<file path="src/iwd_pkg.sv">
// iwd_pkg: shared constants of the independent watchdog
// assumes: 32-bit ahb-lite register port, slow oscillator sampled on CLK_IN
package iwd_pkg;
    // ------------------------------------------------------------
    // register word indices (byte offset = index * 4)
    // ------------------------------------------------------------
    localparam logic [1:0] WATCHDOG_COMMAND_IDX = 2'h0; // offset 0x0
    localparam logic [1:0] DIVIDER_SELECT_IDX = 2'h1;   // offset 0x4
    localparam logic [1:0] RELOAD_VALUE_IDX = 2'h2;     // offset 0x8
    localparam logic [1:0] UPDATE_STATUS_IDX = 2'h3;    // offset 0xc
    localparam int IDX_LSB = 2;
    localparam int MAP_MSB = 11;
    localparam int MAP_LSB = 4;
    // ------------------------------------------------------------
    // field layout and reset values
    // ------------------------------------------------------------
    localparam int CMD_W = 16;
    localparam int DIV_W = 3;
    localparam int CNT_W = 12;
    localparam int PRE_W = 8;
    localparam int RELOAD_BUSY_BIT = 1;
    localparam int DIVIDER_BUSY_BIT = 0;
    localparam logic [DIV_W-1:0] DIVIDER_RESET = 3'h0;
    localparam logic [CNT_W-1:0] RELOAD_RESET = 12'hfff;
    localparam logic [CNT_W-1:0] COUNT_ZERO = 12'h000;
    // ------------------------------------------------------------
    // command codes
    // ------------------------------------------------------------
    localparam logic [CMD_W-1:0] CMD_UNLOCK = 16'h5555;
    localparam logic [CMD_W-1:0] CMD_START = 16'hcccc;
    localparam logic [CMD_W-1:0] CMD_RELOAD = 16'haaaa;
    // ------------------------------------------------------------
    // ahb-lite encodings
    // ------------------------------------------------------------
    localparam logic [2:0] HSIZE_HALF = 3'h1;
    localparam logic [2:0] HSIZE_WORD = 3'h2;
    localparam logic HRESP_OKAY = 1'b0;
    localparam logic [1:0] LANES_NONE = 2'h0;
    localparam logic [1:0] LANES_LOW = 2'h1;
    localparam logic [1:0] LANES_HIGH = 2'h2;
    localparam logic [1:0] LANES_BOTH = 2'h3;
endpackage

</file>
<file path="src/iwd_reg_if.sv">
// iwd_reg_if: register access strobes between bus front end and core
// assumes: one clock, write strobe lasts one cycle per write
`timescale 1ns/100ps
interface iwd_reg_if;
    logic wr_en;          // write data phase, one cycle
    logic hit;            // address inside the register map
    logic [1:0] idx;      // word index of the access
    logic [1:0] lanes;    // half-word lanes written
    logic [31:0] wdata;
    logic [31:0] rdata;   // read value of idx, combinational
    modport bus (output wr_en, output hit, output idx, output lanes, output wdata, input rdata);
    modport regs (input wr_en, input hit, input idx, input lanes, input wdata, output rdata);
endinterface

</file>
<file path="src/iwd_ahb_slave.sv">
// iwd_ahb_slave: ahb-lite slave front end, single transfers only
// assumes: hsel decodes the block's 4 KB page, hready is our hreadyout
`timescale 1ns/100ps
module iwd_ahb_slave (
    // clock and reset
    input wire logic clk_in,
    input wire logic rst_n_in,
    // ahb-lite slave port
    input wire logic hsel_in,
    input wire logic [31:0] haddr_in,
    input wire logic [1:0] htrans_in,
    input wire logic hwrite_in,
    input wire logic [2:0] hsize_in,
    input wire logic [31:0] hwdata_in,
    input wire logic hready_in,
    output logic [31:0] hrdata_out,
    output logic hreadyout_out,
    output logic hresp_out,
    // register side
    iwd_reg_if.bus rif
);
    logic wr_ph_r, wr_ph_nxt;
    logic rd_ph_r, rd_ph_nxt;
    logic rd_done_r, rd_done_nxt;
    logic hit_r, hit_nxt;
    logic [1:0] idx_r, idx_nxt;
    logic [1:0] lanes_r, lanes_nxt;
    logic [31:0] hrdata_r, hrdata_nxt;
    logic accept;

    // reads take one wait state so a write just before is seen
    assign hreadyout_out = ~(rd_ph_r & ~rd_done_r);
    assign hresp_out = iwd_pkg::HRESP_OKAY;
    assign hrdata_out = hrdata_r;
    assign accept = hsel_in & htrans_in[1] & hready_in;
    assign rif.wr_en = wr_ph_r;
    assign rif.hit = hit_r;
    assign rif.idx = idx_r;
    assign rif.lanes = lanes_r;
    assign rif.wdata = hwdata_in;

    // address phase capture and read wait state
    always_comb begin
        wr_ph_nxt = wr_ph_r;
        rd_ph_nxt = rd_ph_r;
        rd_done_nxt = rd_done_r;
        hit_nxt = hit_r;
        idx_nxt = idx_r;
        lanes_nxt = lanes_r;
        hrdata_nxt = hrdata_r;
        if (hreadyout_out) begin
            wr_ph_nxt = accept & hwrite_in;
            rd_ph_nxt = accept & ~hwrite_in;
            rd_done_nxt = 1'b0;
            if (accept) begin
                hit_nxt = (haddr_in[iwd_pkg::MAP_MSB:iwd_pkg::MAP_LSB] == 8'h00);
                idx_nxt = haddr_in[iwd_pkg::IDX_LSB+1:iwd_pkg::IDX_LSB];
                // byte and misaligned accesses write nothing
                if (hsize_in == iwd_pkg::HSIZE_WORD && haddr_in[1:0] == 2'h0) begin
                    lanes_nxt = iwd_pkg::LANES_BOTH;
                end else if (hsize_in == iwd_pkg::HSIZE_HALF && !haddr_in[0]) begin
                    lanes_nxt = haddr_in[1] ? iwd_pkg::LANES_HIGH : iwd_pkg::LANES_LOW;
                end else begin
                    lanes_nxt = iwd_pkg::LANES_NONE;
                end
            end
        end else begin
            rd_done_nxt = 1'b1;
            hrdata_nxt = rif.rdata;
        end
    end

    always_ff @(posedge clk_in or negedge rst_n_in) begin
        if (!rst_n_in) begin
            wr_ph_r <= 1'b0;
            rd_ph_r <= 1'b0;
            rd_done_r <= 1'b0;
            hit_r <= 1'b0;
            idx_r <= 2'h0;
            lanes_r <= 2'h0;
            hrdata_r <= 32'h0000_0000;
        end else begin
            wr_ph_r <= wr_ph_nxt;
            rd_ph_r <= rd_ph_nxt;
            rd_done_r <= rd_done_nxt;
            hit_r <= hit_nxt;
            idx_r <= idx_nxt;
            lanes_r <= lanes_nxt;
            hrdata_r <= hrdata_nxt;
        end
    end
endmodule

</file>
<file path="src/iwd_prescaler.sv">
// iwd_prescaler: eight-stage selectable divider of slow-oscillator edges
// assumes: step is a one-cycle pulse per slow-oscillator rising edge
`timescale 1ns/100ps
module iwd_prescaler (
    // clock and reset
    input wire logic clk_in,
    input wire logic rst_n_in,
    // control
    input wire logic step_in,
    input wire logic clear_in,
    input wire logic [iwd_pkg::DIV_W-1:0] code_in,
    // output
    output logic tick_out
);
    logic [iwd_pkg::PRE_W-1:0] stage_r, stage_nxt;
    logic [iwd_pkg::PRE_W-1:0] mask;

    // codes 6 and 7 both give divide by 256, others 4 << code
    always_comb begin
        case (code_in)
            3'h0: mask = 8'h03;
            3'h1: mask = 8'h07;
            3'h2: mask = 8'h0f;
            3'h3: mask = 8'h1f;
            3'h4: mask = 8'h3f;
            3'h5: mask = 8'h7f;
            default: mask = 8'hff;
        endcase
    end

    assign tick_out = step_in & ((stage_r & mask) == mask);

    // the stages keep counting; only the masked low part matters
    always_comb begin
        stage_nxt = stage_r;
        if (clear_in) begin
            stage_nxt = 8'h00;
        end else if (step_in) begin
            stage_nxt = stage_r + 8'h01;
        end
    end

    always_ff @(posedge clk_in or negedge rst_n_in) begin
        if (!rst_n_in) begin
            stage_r <= 8'h00;
        end else begin
            stage_r <= stage_nxt;
        end
    end
endmodule

</file>
<file path="src/iwd_watchdog.sv">
// iwd_watchdog: independent watchdog with ahb-lite registers
// assumes: CLK_IN at 10 MHz, SLOW_OSC_IN is the 40 kHz oscillator already
// synchronous to CLK_IN, WDG_RESET_OUT feeds the system reset controller
//
// Our own choice: the AHB-Lite interface to the registers.
`timescale 1ns/100ps

module iwd_watchdog (
    // clock and reset
    input wire logic CLK_IN,
    input wire logic RST_N_IN,
    // ahb-lite slave port
    input wire logic HSEL_IN,
    input wire logic [31:0] HADDR_IN,
    input wire logic [1:0] HTRANS_IN,
    input wire logic HWRITE_IN,
    input wire logic [2:0] HSIZE_IN,
    input wire logic [31:0] HWDATA_IN,
    input wire logic HREADY_IN,
    output logic [31:0] HRDATA_OUT,
    output logic HREADYOUT_OUT,
    output logic HRESP_OUT,
    // slow oscillator and option strap
    input wire logic SLOW_OSC_IN,
    input wire logic HW_WDG_OPT_IN,
    // debug
    input wire logic CORE_HALTED_IN,
    input wire logic DEBUG_FREEZE_IN,
    // system reset request and state
    output logic WDG_RESET_OUT,
    output logic WDG_RUNNING_OUT
);
    // ------------------------------------------------------------
    // declarations
    // ------------------------------------------------------------
    iwd_reg_if rif ();

    logic osc_q_r, osc_q_nxt;
    logic opt_seen_r, opt_seen_nxt;
    logic enabled_r, enabled_nxt;
    logic unlock_r, unlock_nxt;
    logic [iwd_pkg::DIV_W-1:0] div_code_r, div_code_nxt;
    logic [iwd_pkg::DIV_W-1:0] div_shadow_r, div_shadow_nxt;
    logic div_busy_r, div_busy_nxt;
    logic [iwd_pkg::CNT_W-1:0] reload_r, reload_nxt;
    logic [iwd_pkg::CNT_W-1:0] reload_shadow_r, reload_shadow_nxt;
    logic reload_busy_r, reload_busy_nxt;
    logic [iwd_pkg::CNT_W-1:0] count_r, count_nxt;
    logic reset_req_r, reset_req_nxt;

    logic wr_low;
    logic [iwd_pkg::CMD_W-1:0] cmd_code;
    logic cmd_wr;
    logic cmd_start;
    logic cmd_reload;
    logic div_wr;
    logic reload_wr;
    logic osc_edge;
    logic frozen;
    logic run;
    logic pre_tick;

    // ------------------------------------------------------------
    // bus front end
    // ------------------------------------------------------------
    iwd_ahb_slave u_bus (
        .clk_in(CLK_IN),
        .rst_n_in(RST_N_IN),
        .hsel_in(HSEL_IN),
        .haddr_in(HADDR_IN),
        .htrans_in(HTRANS_IN),
        .hwrite_in(HWRITE_IN),
        .hsize_in(HSIZE_IN),
        .hwdata_in(HWDATA_IN),
        .hready_in(HREADY_IN),
        .hrdata_out(HRDATA_OUT),
        .hreadyout_out(HREADYOUT_OUT),
        .hresp_out(HRESP_OUT),
        .rif(rif.bus)
    );

    // ------------------------------------------------------------
    // write decode
    // ------------------------------------------------------------
    // every live field sits in the low half, so a half-word write at
    // offset +2 lands only on reserved bits and changes nothing
    assign wr_low = rif.wr_en & rif.hit & rif.lanes[0];
    assign cmd_code = rif.wdata[iwd_pkg::CMD_W-1:0];
    assign cmd_wr = wr_low & (rif.idx == iwd_pkg::WATCHDOG_COMMAND_IDX);
    assign cmd_start = cmd_wr & (cmd_code == iwd_pkg::CMD_START);
    assign cmd_reload = cmd_wr & (cmd_code == iwd_pkg::CMD_RELOAD);
    // protected registers only take data while unlocked
    assign div_wr = wr_low & unlock_r & (rif.idx == iwd_pkg::DIVIDER_SELECT_IDX);
    assign reload_wr = wr_low & unlock_r & (rif.idx == iwd_pkg::RELOAD_VALUE_IDX);

    // ------------------------------------------------------------
    // read mux
    // ------------------------------------------------------------
    // the command register is write-only and reads as zero; while a
    // busy flag is up the protected registers show the pending value
    always_comb begin
        rif.rdata = 32'h0000_0000;
        if (rif.hit) begin
            case (rif.idx)
                iwd_pkg::DIVIDER_SELECT_IDX: begin
                    rif.rdata[iwd_pkg::DIV_W-1:0] = div_shadow_r;
                end
                iwd_pkg::RELOAD_VALUE_IDX: begin
                    rif.rdata[iwd_pkg::CNT_W-1:0] = reload_shadow_r;
                end
                iwd_pkg::UPDATE_STATUS_IDX: begin
                    rif.rdata[iwd_pkg::RELOAD_BUSY_BIT] = reload_busy_r;
                    rif.rdata[iwd_pkg::DIVIDER_BUSY_BIT] = div_busy_r;
                end
                default: begin
                    rif.rdata = 32'h0000_0000;
                end
            endcase
        end
    end

    // ------------------------------------------------------------
    // slow oscillator edge and run condition
    // ------------------------------------------------------------
    // the counter only moves on slow-oscillator rising edges, so its
    // rate is independent of the main clock frequency
    assign osc_edge = SLOW_OSC_IN & ~osc_q_r;
    assign frozen = CORE_HALTED_IN & DEBUG_FREEZE_IN;
    assign run = enabled_r & ~frozen;

    // ------------------------------------------------------------
    // prescaler
    // ------------------------------------------------------------
    // a reload restarts the prescaler so the full period follows it
    iwd_prescaler u_pre (
        .clk_in(CLK_IN),
        .rst_n_in(RST_N_IN),
        .step_in(osc_edge & run),
        .clear_in(cmd_reload | cmd_start),
        .code_in(div_code_r),
        .tick_out(pre_tick)
    );

    // ------------------------------------------------------------
    // control state: enable, unlock, option strap
    // ------------------------------------------------------------
    // enable can only be cleared by reset; the strap is looked at
    // once, in the first cycle after reset release
    always_comb begin
        osc_q_nxt = SLOW_OSC_IN;
        opt_seen_nxt = 1'b1;
        enabled_nxt = enabled_r;
        unlock_nxt = unlock_r;
        if (!opt_seen_r && HW_WDG_OPT_IN) begin
            enabled_nxt = 1'b1;
        end
        if (cmd_start) begin
            enabled_nxt = 1'b1;
        end
        if (cmd_wr) begin
            unlock_nxt = (cmd_code == iwd_pkg::CMD_UNLOCK);
        end
    end

    always_ff @(posedge CLK_IN or negedge RST_N_IN) begin
        if (!RST_N_IN) begin
            osc_q_r <= 1'b0;
            opt_seen_r <= 1'b0;
            enabled_r <= 1'b0;
            unlock_r <= 1'b0;
        end else begin
            osc_q_r <= osc_q_nxt;
            opt_seen_r <= opt_seen_nxt;
            enabled_r <= enabled_nxt;
            unlock_r <= unlock_nxt;
        end
    end

    // ------------------------------------------------------------
    // divider select: shadow, busy, apply on slow edge
    // ------------------------------------------------------------
    // a write in the same cycle as the slow edge keeps busy set and
    // takes the newest value on the following edge
    always_comb begin
        div_shadow_nxt = div_shadow_r;
        div_busy_nxt = div_busy_r;
        div_code_nxt = div_code_r;
        if (div_wr) begin
            div_shadow_nxt = rif.wdata[iwd_pkg::DIV_W-1:0];
            div_busy_nxt = 1'b1;
        end else if (div_busy_r && osc_edge) begin
            div_code_nxt = div_shadow_r;
            div_busy_nxt = 1'b0;
        end
    end

    always_ff @(posedge CLK_IN or negedge RST_N_IN) begin
        if (!RST_N_IN) begin
            div_shadow_r <= iwd_pkg::DIVIDER_RESET;
            div_busy_r <= 1'b0;
            div_code_r <= iwd_pkg::DIVIDER_RESET;
        end else begin
            div_shadow_r <= div_shadow_nxt;
            div_busy_r <= div_busy_nxt;
            div_code_r <= div_code_nxt;
        end
    end

    // ------------------------------------------------------------
    // reload value: shadow, busy, apply on slow edge
    // ------------------------------------------------------------
    always_comb begin
        reload_shadow_nxt = reload_shadow_r;
        reload_busy_nxt = reload_busy_r;
        reload_nxt = reload_r;
        if (reload_wr) begin
            reload_shadow_nxt = rif.wdata[iwd_pkg::CNT_W-1:0];
            reload_busy_nxt = 1'b1;
        end else if (reload_busy_r && osc_edge) begin
            reload_nxt = reload_shadow_r;
            reload_busy_nxt = 1'b0;
        end
    end

    always_ff @(posedge CLK_IN or negedge RST_N_IN) begin
        if (!RST_N_IN) begin
            reload_shadow_r <= iwd_pkg::RELOAD_RESET;
            reload_busy_r <= 1'b0;
            reload_r <= iwd_pkg::RELOAD_RESET;
        end else begin
            reload_shadow_r <= reload_shadow_nxt;
            reload_busy_r <= reload_busy_nxt;
            reload_r <= reload_nxt;
        end
    end

    // ------------------------------------------------------------
    // down-counter and reset request
    // ------------------------------------------------------------
    // reload uses the applied reload value; a value still crossing
    // counts only from the next reload onward
    always_comb begin
        count_nxt = count_r;
        if (cmd_reload) begin
            count_nxt = reload_r;
        end else if (pre_tick && count_r != iwd_pkg::COUNT_ZERO) begin
            count_nxt = count_r - 12'h001;
        end
        // held while the count sits at zero, until a reload command or the system resets us
        reset_req_nxt = enabled_r & (count_r == iwd_pkg::COUNT_ZERO) & ~cmd_reload;
    end

    always_ff @(posedge CLK_IN or negedge RST_N_IN) begin
        if (!RST_N_IN) begin
            count_r <= iwd_pkg::RELOAD_RESET;
            reset_req_r <= 1'b0;
        end else begin
            count_r <= count_nxt;
            reset_req_r <= reset_req_nxt;
        end
    end

    // ------------------------------------------------------------
    // outputs
    // ------------------------------------------------------------
    assign WDG_RESET_OUT = reset_req_r;
    assign WDG_RUNNING_OUT = enabled_r;
endmodule

</file>
<file path="config.mk">
export PLATFORM = sky130hd
export DESIGN_NAME = iwd_watchdog
export DESIGN_NICKNAME = d
export VERILOG_FILES = /design/src/iwd_pkg.sv /design/src/iwd_reg_if.sv /design/src/iwd_ahb_slave.sv /design/src/iwd_prescaler.sv /design/src/iwd_watchdog.sv
export SDC_FILE = /design/constraint.sdc
export NUM_CORES = 1
export LEC_CHECK = 0
export BUFFER_PORTS_ARGS = -buffer_cell sky130_fd_sc_hd__clkbuf_2
export CELL_PAD_IN_SITES_DETAIL_PLACEMENT = 1
export CELL_PAD_IN_SITES_GLOBAL_PLACEMENT = 1
export CORE_UTILIZATION = 30
export DETAILED_ROUTE_END_ITERATION = 6
export PLACE_DENSITY = 0.7
export RECOVER_POWER = 50
export SYNTH_ARGS = -nofsm -noshare
export SYNTH_HDL_FRONTEND = slang
export SYNTH_SLANG_ARGS = --single-unit
</file>
<file path="constraint.sdc">
create_clock -name CLK_IN -period 6.6 [get_ports CLK_IN]
set_clock_uncertainty 0.1 [all_clocks]
set_input_delay 1.32 -clock CLK_IN [delete_from_list [all_inputs] [get_ports CLK_IN]]
set_output_delay 1.32 -clock CLK_IN [all_outputs]
set_load 0.005 [all_outputs]
</file>
After elaboration in Yosys (flattened, before gate mapping)
Cells that the tools add are included.
{"block": "totals", "register_bits": 96, "input_bits": 78, "output_inout_bits": 36, "word_cells": 107}
{"block": "op_classes", "n_addsub": 2, "n_eq_ne": 14, "n_mux": 19, "bitwise": 30, "reduce_logical": 22}
{"op": "$pmux W8 S6", "n": 1}
{"op": "$mux W12", "n": 3}
{"op": "$eq A16 B16 Y1 const B", "n": 2}
{"op": "$and A1 B1 Y1", "n": 20}
{"op": "$eq A16 B15 Y1 const B", "n": 1}
{"op": "$mux W8", "n": 2}
{"op": "$logic_not A12 Y1", "n": 1}
{"op": "$reduce_bool A12 Y1", "n": 1}
{"op": "$sub A12 B1 Y12 const B", "n": 1}
{"op": "$mux W1", "n": 10}
{"op": "$reduce_bool A2 Y1", "n": 5}
{"op": "$eq A3 B2 Y1 const B", "n": 3}
{"op": "$mux W9", "n": 1}
{"op": "$add A8 B1 Y8 const B", "n": 1}
{"op": "$and A8 B8 Y8", "n": 1}
{"op": "$eq A8 B8 Y1", "n": 1}
{"op": "$logic_not A8 Y1", "n": 1}
{"op": "$not A1 Y1", "n": 8}
{"op": "$eq A3 B1 Y1 const B", "n": 2}
{"op": "$eq A3 B3 Y1 const B", "n": 2}
{"op": "$logic_and A1 B1 Y1", "n": 6}
{"op": "$pmux W2 S3", "n": 1}
{"op": "$reduce_and A2 Y1", "n": 3}
{"op": "$eq A2 B2 Y1 const B", "n": 2}
{"op": "other kinds (6)", "n": 8}

Logic depth before layout (Yosys ltp)
{"block": "logic_depth", "depth_word": 8, "mapped_depth": 8, "ltp_nobuf": 7}

Hierarchy
Synthesis repeated with hierarchy kept, for this count alone.
{"block": "hier_totals", "cells_unflattened": 460, "hier_area_um2": 4860.9}
{"module": "iwd_watchdog", "instances": 1, "cells_per_inst": 205, "area_each_um2": 2533.7, "seq_area_each_um2": 1271.2}
{"module": "iwd_ahb_slave", "instances": 1, "cells_per_inst": 201, "area_each_um2": 1823.0, "seq_area_each_um2": 1001.0}
{"module": "iwd_prescaler", "instances": 1, "cells_per_inst": 54, "area_each_um2": 504.2, "seq_area_each_um2": 200.2}

Worst setup path after synthesis
Ideal clock, no wire load.
{"block": "synth_timing", "path_kind": "input to register", "startpoint": "input HWDATA_IN[4]", "endpoint": "register count_r[6] (netlist bit)", "setup_ps": 96, "arrival_ps": 2632, "required_ps": 6404, "slack_ps": 3773, "stages": 6, "path_buffers": 1, "cell_sequence": "or4bb_1 nor3_1 nand3_1 buf_2 nand4_1 nand3_1"}
{"block": "synth_via", "elab_chain_cells": 3, "elab_cells_between_ends": 4, "cone_classes": "eq/ne (1); mux (1); bitwise (1); reduce/logical (1)"}
{"element": "start: declaration", "line": "iwd_watchdog.sv:18", "text": "input wire logic [31:0] HWDATA_IN,"}
{"element": "$eq A16 B16 Y1 (*)", "line": "iwd_watchdog.sv:91", "text": "assign cmd_reload = cmd_wr & (cmd_code == iwd_pkg::CMD_RELOAD);"}
{"element": "$and A1 B1 Y1 (*)", "line": "iwd_watchdog.sv:91"}
{"element": "$mux W12 / $reduce_bool A2 Y1 (equally long branches)"}
{"element": "end signal: assignment", "line": "iwd_watchdog.sv:255", "text": "count_r <= iwd_pkg::RELOAD_RESET;"}
{"element": "end signal: assignment", "line": "iwd_watchdog.sv:258", "text": "count_r <= count_nxt;"}
{"element": "end: declaration", "line": "iwd_watchdog.sv:48", "text": "logic [iwd_pkg::CNT_W-1:0] count_r, count_nxt;"}
Mark *: on every way between the ends. The rest lies on a longest branch, timed or not.
A chain may end at the register's enable or synchronous reset.

Final worst setup path
{"block": "layout_timing", "startpoint": "input HWDATA_IN[4]", "endpoint": "register u_pre.stage_r[3] (netlist bit)"}
{"block": "layout_via", "elab_chain_cells": 4, "elab_cells_between_ends": 7, "cone_classes": "eq/ne (2); mux (1); bitwise (3); reduce/logical (1)"}
{"element": "$eq A16 B16 Y1, on equally long branches", "line": "iwd_watchdog.sv:91, iwd_watchdog.sv:90"}
{"element": "$and A1 B1 Y1, on equally long branches", "line": "iwd_watchdog.sv:91, iwd_watchdog.sv:90"}
{"element": "$or A1 B1 Y1 (*)", "line": "iwd_watchdog.sv:139", "text": ".clear_in(cmd_reload | cmd_start),"}
{"element": "$mux W8 / $reduce_bool A2 Y1 (equally long branches)"}
{"element": "end signal: assignment", "line": "iwd_prescaler.sv:47", "text": "stage_r <= stage_nxt;"}
{"element": "end: declaration", "line": "iwd_prescaler.sv:15", "text": "logic [iwd_pkg::PRE_W-1:0] stage_r, stage_nxt;"}
Marked as above.

==> metrics.yaml <==
clock_network:
  post_cts_resized: 0
  cts_setup_buffers: 0
  cts_buffers: 9
  clk_pin_slew_ns: 0.06
  cts.path.max_buffers: 2
  cts_hold_buffers: 0
  cts_tree: "built"
  cts_htree_levels: 3
  clk-insertion-delay-late_ns: 0.34
  clock-sinks: 76
  clockRootBuffer: "clkbuf_16"
floorplan:
  fp.dieH_microns: 115
  die_area_sq_um: 13300
  coreArea_sq_um: 12600
  ios: 114
  start_util: 0.307
  die_w_microns: 115
  std_cell_rows: 41
power:
  powerDensity_nw_per_um2: 326
  peakVddDrop_v: 0.000135
  p_leak_nw: 1.99
timing:
  slew_violations: 0
  period_needed_ns: 3.53
  whs_ns: 0.393
  finalSetupViolCount: 0
  period_share: 0.534
  worstMarginPinSlew_ns: 1.16
  final.setup.tns_ns: 0
  hold_viol: 0
  fmax_ghz: 0.284
  max_slew_margin: 0.207
  rsz0062_at_grt: "no"
drt:
  dr.first_iter.drc_count: 100
  route.detailed.drc: 0
  wire_per_inst_microns: 16.3
  first_pass_iters: 4
  vias: 2817
  routed_wl_microns: 9330
  avgViaCountPerCell: 4.92
  detail-route-antenna-nets: 0
cells_and_area:
  final_nets: 485
  antenna_cells: 0
  syn_to_final_growth_pct: 17.7
  layout-drive-gt1-share: 0.359
worst_hold_path:
  min-delay-start: "u_bus.hrdata_out[0]"
  hp-class: "reg2reg"
  holdPathEnd: "u_bus.hrdata_out[0]"
  hold_depth: 2
place:
  place_hpwl_microns: 6470
  io_buffers: 55
  place_congestion: 0.786
synth:
  synthCells: 341
  ys_ff_latch: 76
  yosysTopAreaCell: "dfrtp_1"
  synth_edf_count: 0
  yosys-top-cells-area: "dfrtp_1 (26%), dfstp_2 (24%), mux2_2 (8.7%)"
  synth.distinct_cells: 56
  yosysWarningCount: 0
  seq_area_frac_synth: 0.504
  syn_avg_cell_area_sq_um: 11.3
  async_flop_share: 1.00
  yosysTopAreaCellShare: 0.259
  synthFlopType: "dfrtp_1"
  syn_area_sq_um: 3860
setup_path:
  cp.required_ns: 6.71
  r2r_setup_slack_ns: 3.83
  start_kind: "input port"
  critical_path_arrival_ns: 3.63
  path_max_fanout: 27
  end_kind: "flip-flop"
  reg2reg_depth: 7
  regToRegEndpoint: "u_pre.stage_r[3]"
  r2r-start: "u_bus.rif.idx[1]"
  critPathKind: "in2reg"
global_routing:
  grt_overflow: 0
  grt_start_max_net_pins: 77
  track_usage: 0.150
  grt_pass1_wl_microns: 15200
  grt_pass1_vias: 2999
  antenna_found_initial: 0
outcome:
  status: "finished clean"
job:
  maxCapViolations: 0
## sequential cells by signal (all words and copies together), names as in the netlist
signal	count
u_bus.rd_done_r	1
reload_busy_r	1
div_code_r	3
u_bus.rif.hit	1
WDG_RESET_OUT	1
u_pre.stage_r	8
div_shadow_r	3
u_bus.rif.idx	2
WDG_RUNNING_OUT	1
reload_r	12
opt_seen_r	1
u_bus.rif.lanes	1
u_bus.hrdata_out	12
div_busy_r	1
u_bus.rd_ph_r	1
u_bus.rif.wr_en	1
osc_q_r	1
unlock_r	1
count_r	12
reload_shadow_r	12
## worst max-delay path, stage by stage
cell	delay, ns
clkbuf_2	0.09
or4bb_1	0.55
nor3_1	0.28
nand3_1	0.77
o21ai_2	0.50
nor2_1	0.11
## cell type report
class,instances,area (sq um)
Clock inverter,6,87.6
Sequential cell,76,1950
Multi-Input combinational cell,241,1740
Timing Repair Buffer,55,277
Clock buffer,10,229
Tap cell,172,215
Fill cell,1428,8020
Inverter,13,48.8
## placed cells by master (no fill, tap or decap), types with 4 or more instances in the layout
| cell type | n |
|---|---|
| inv_1 | 13 |
| mux2_2 | 28 |
| and3_1 | 5 |
| nand4_1 | 6 |
| o41ai_1 | 4 |
| conb_1 | 22 |
| o31ai_1 | 5 |
| dfstp_2 | 36 |
| nor2_1 | 19 |
| dfrtp_1 | 40 |
| ha_1 | 11 |
| nand2b_1 | 5 |
| nand3_1 | 11 |
| xor2_1 | 4 |
| o21ai_0 | 13 |
| a22o_1 | 9 |
| nand2_1 | 26 |
| a31oi_1 | 11 |
| clkbuf_2 | 53 |
| clkbuf_16 | 9 |
| nor4bb_1 | 6 |
## metrics by stage
step	util	area, sq um	worst slack [ns]	instances	power, mW
CTS	0.362	4550	3.01	573	1.50
global placement	0.336	4230	2.66	557	0.932
global route	0.362	4540	2.85	573	1.56
finish	0.362	4540	3.07	573	1.48
detailed placement	0.336	4230	2.68	557	0.951
floorplan	-	3940	3.77	361	0.858
## kinds of logic after synthesis
| kind of cell | count (synthesis) | synth area share |
|---|---|---|
| AND/OR/NAND/NOR | 110 | 0.171 |
| XOR/XNOR | 7 | 0.0159 |
| buffers and inverters | 44 | 0.0645 |
| other | 2 | 0.00194 |
| multiplexers | 32 | 0.0927 |
| flip-flops | 76 | 0.504 |
| adder cells (fa/ha/maj) | 11 | 0.0356 |
| AO/OA/AOI/OAI | 59 | 0.114 |
## routing by layer
layer | track usage | wire [microns] | vias up
met5 | 0 | 0 | -
met4 | 0.0641 | 138 | 0
met3 | 0.0387 | 362 | 13
met2 | 0.254 | 4760 | 69
met1 | 0.180 | 4070 | 1415
li1 | - | - | 1320
## Yosys cell counts, drive strengths merged, types with 2 or more instances
| library cell | instances |
|---|---|
| mux2 | 30 |
| xnor2 | 3 |
| clkbuf | 5 |
| nand3b | 2 |
| nand4 | 6 |
| a222oi | 2 |
| dfstp | 36 |
| and3 | 5 |
| buf | 26 |
| ha | 11 |
| nor2 | 20 |
| a21oi | 4 |
| nor3 | 2 |
| inv | 13 |
| xor2 | 4 |
| nand2b | 5 |
| o31ai | 5 |
| nand2 | 26 |
| nor4 | 4 |
| nor2b | 2 |
| nor3b | 4 |
| nand3 | 11 |
| or4b | 3 |
| nor4bb | 6 |
| or4 | 4 |
| o21ai | 14 |
| o41ai | 4 |
| mux2i | 2 |
| dfrtp | 40 |
| a31oi | 11 |
| or3 | 3 |
| and4 | 2 |
| a22o | 9 |
| conb | 2 |
| or4bb | 2 |
## report_power, final
part / total, mW / internal, mW / switching (mW)
logic: 0.319 / 0.130 / 0.189
registers: 0.631 / 0.561 / 0.0707
clock network: 0.529 / 0.332 / 0.197
## how the worst max path moves through the flow
| stage | endpoint | slack [ns] | from | cells after the start |
|---|---|---|---|---|
| 2_1_floorplan | count_r[6] | 3.77 | HWDATA_IN[4] | 6 |
| 3_3_place_gp | u_pre.stage_r[6] | 2.66 | HWDATA_IN[4] | 6 |
| 3_5_place_dp | u_pre.stage_r[3] | 2.68 | HWDATA_IN[4] | 6 |
| 4_1_cts | u_pre.stage_r[3] | 3.01 | HWDATA_IN[4] | 6 |
| 5_1_grt | u_pre.stage_r[3] | 2.85 | HWDATA_IN[4] | 6 |
| 6_report | u_pre.stage_r[3] | 3.07 | HWDATA_IN[4] | 6 |
Power figures use the tool's default switching activity.
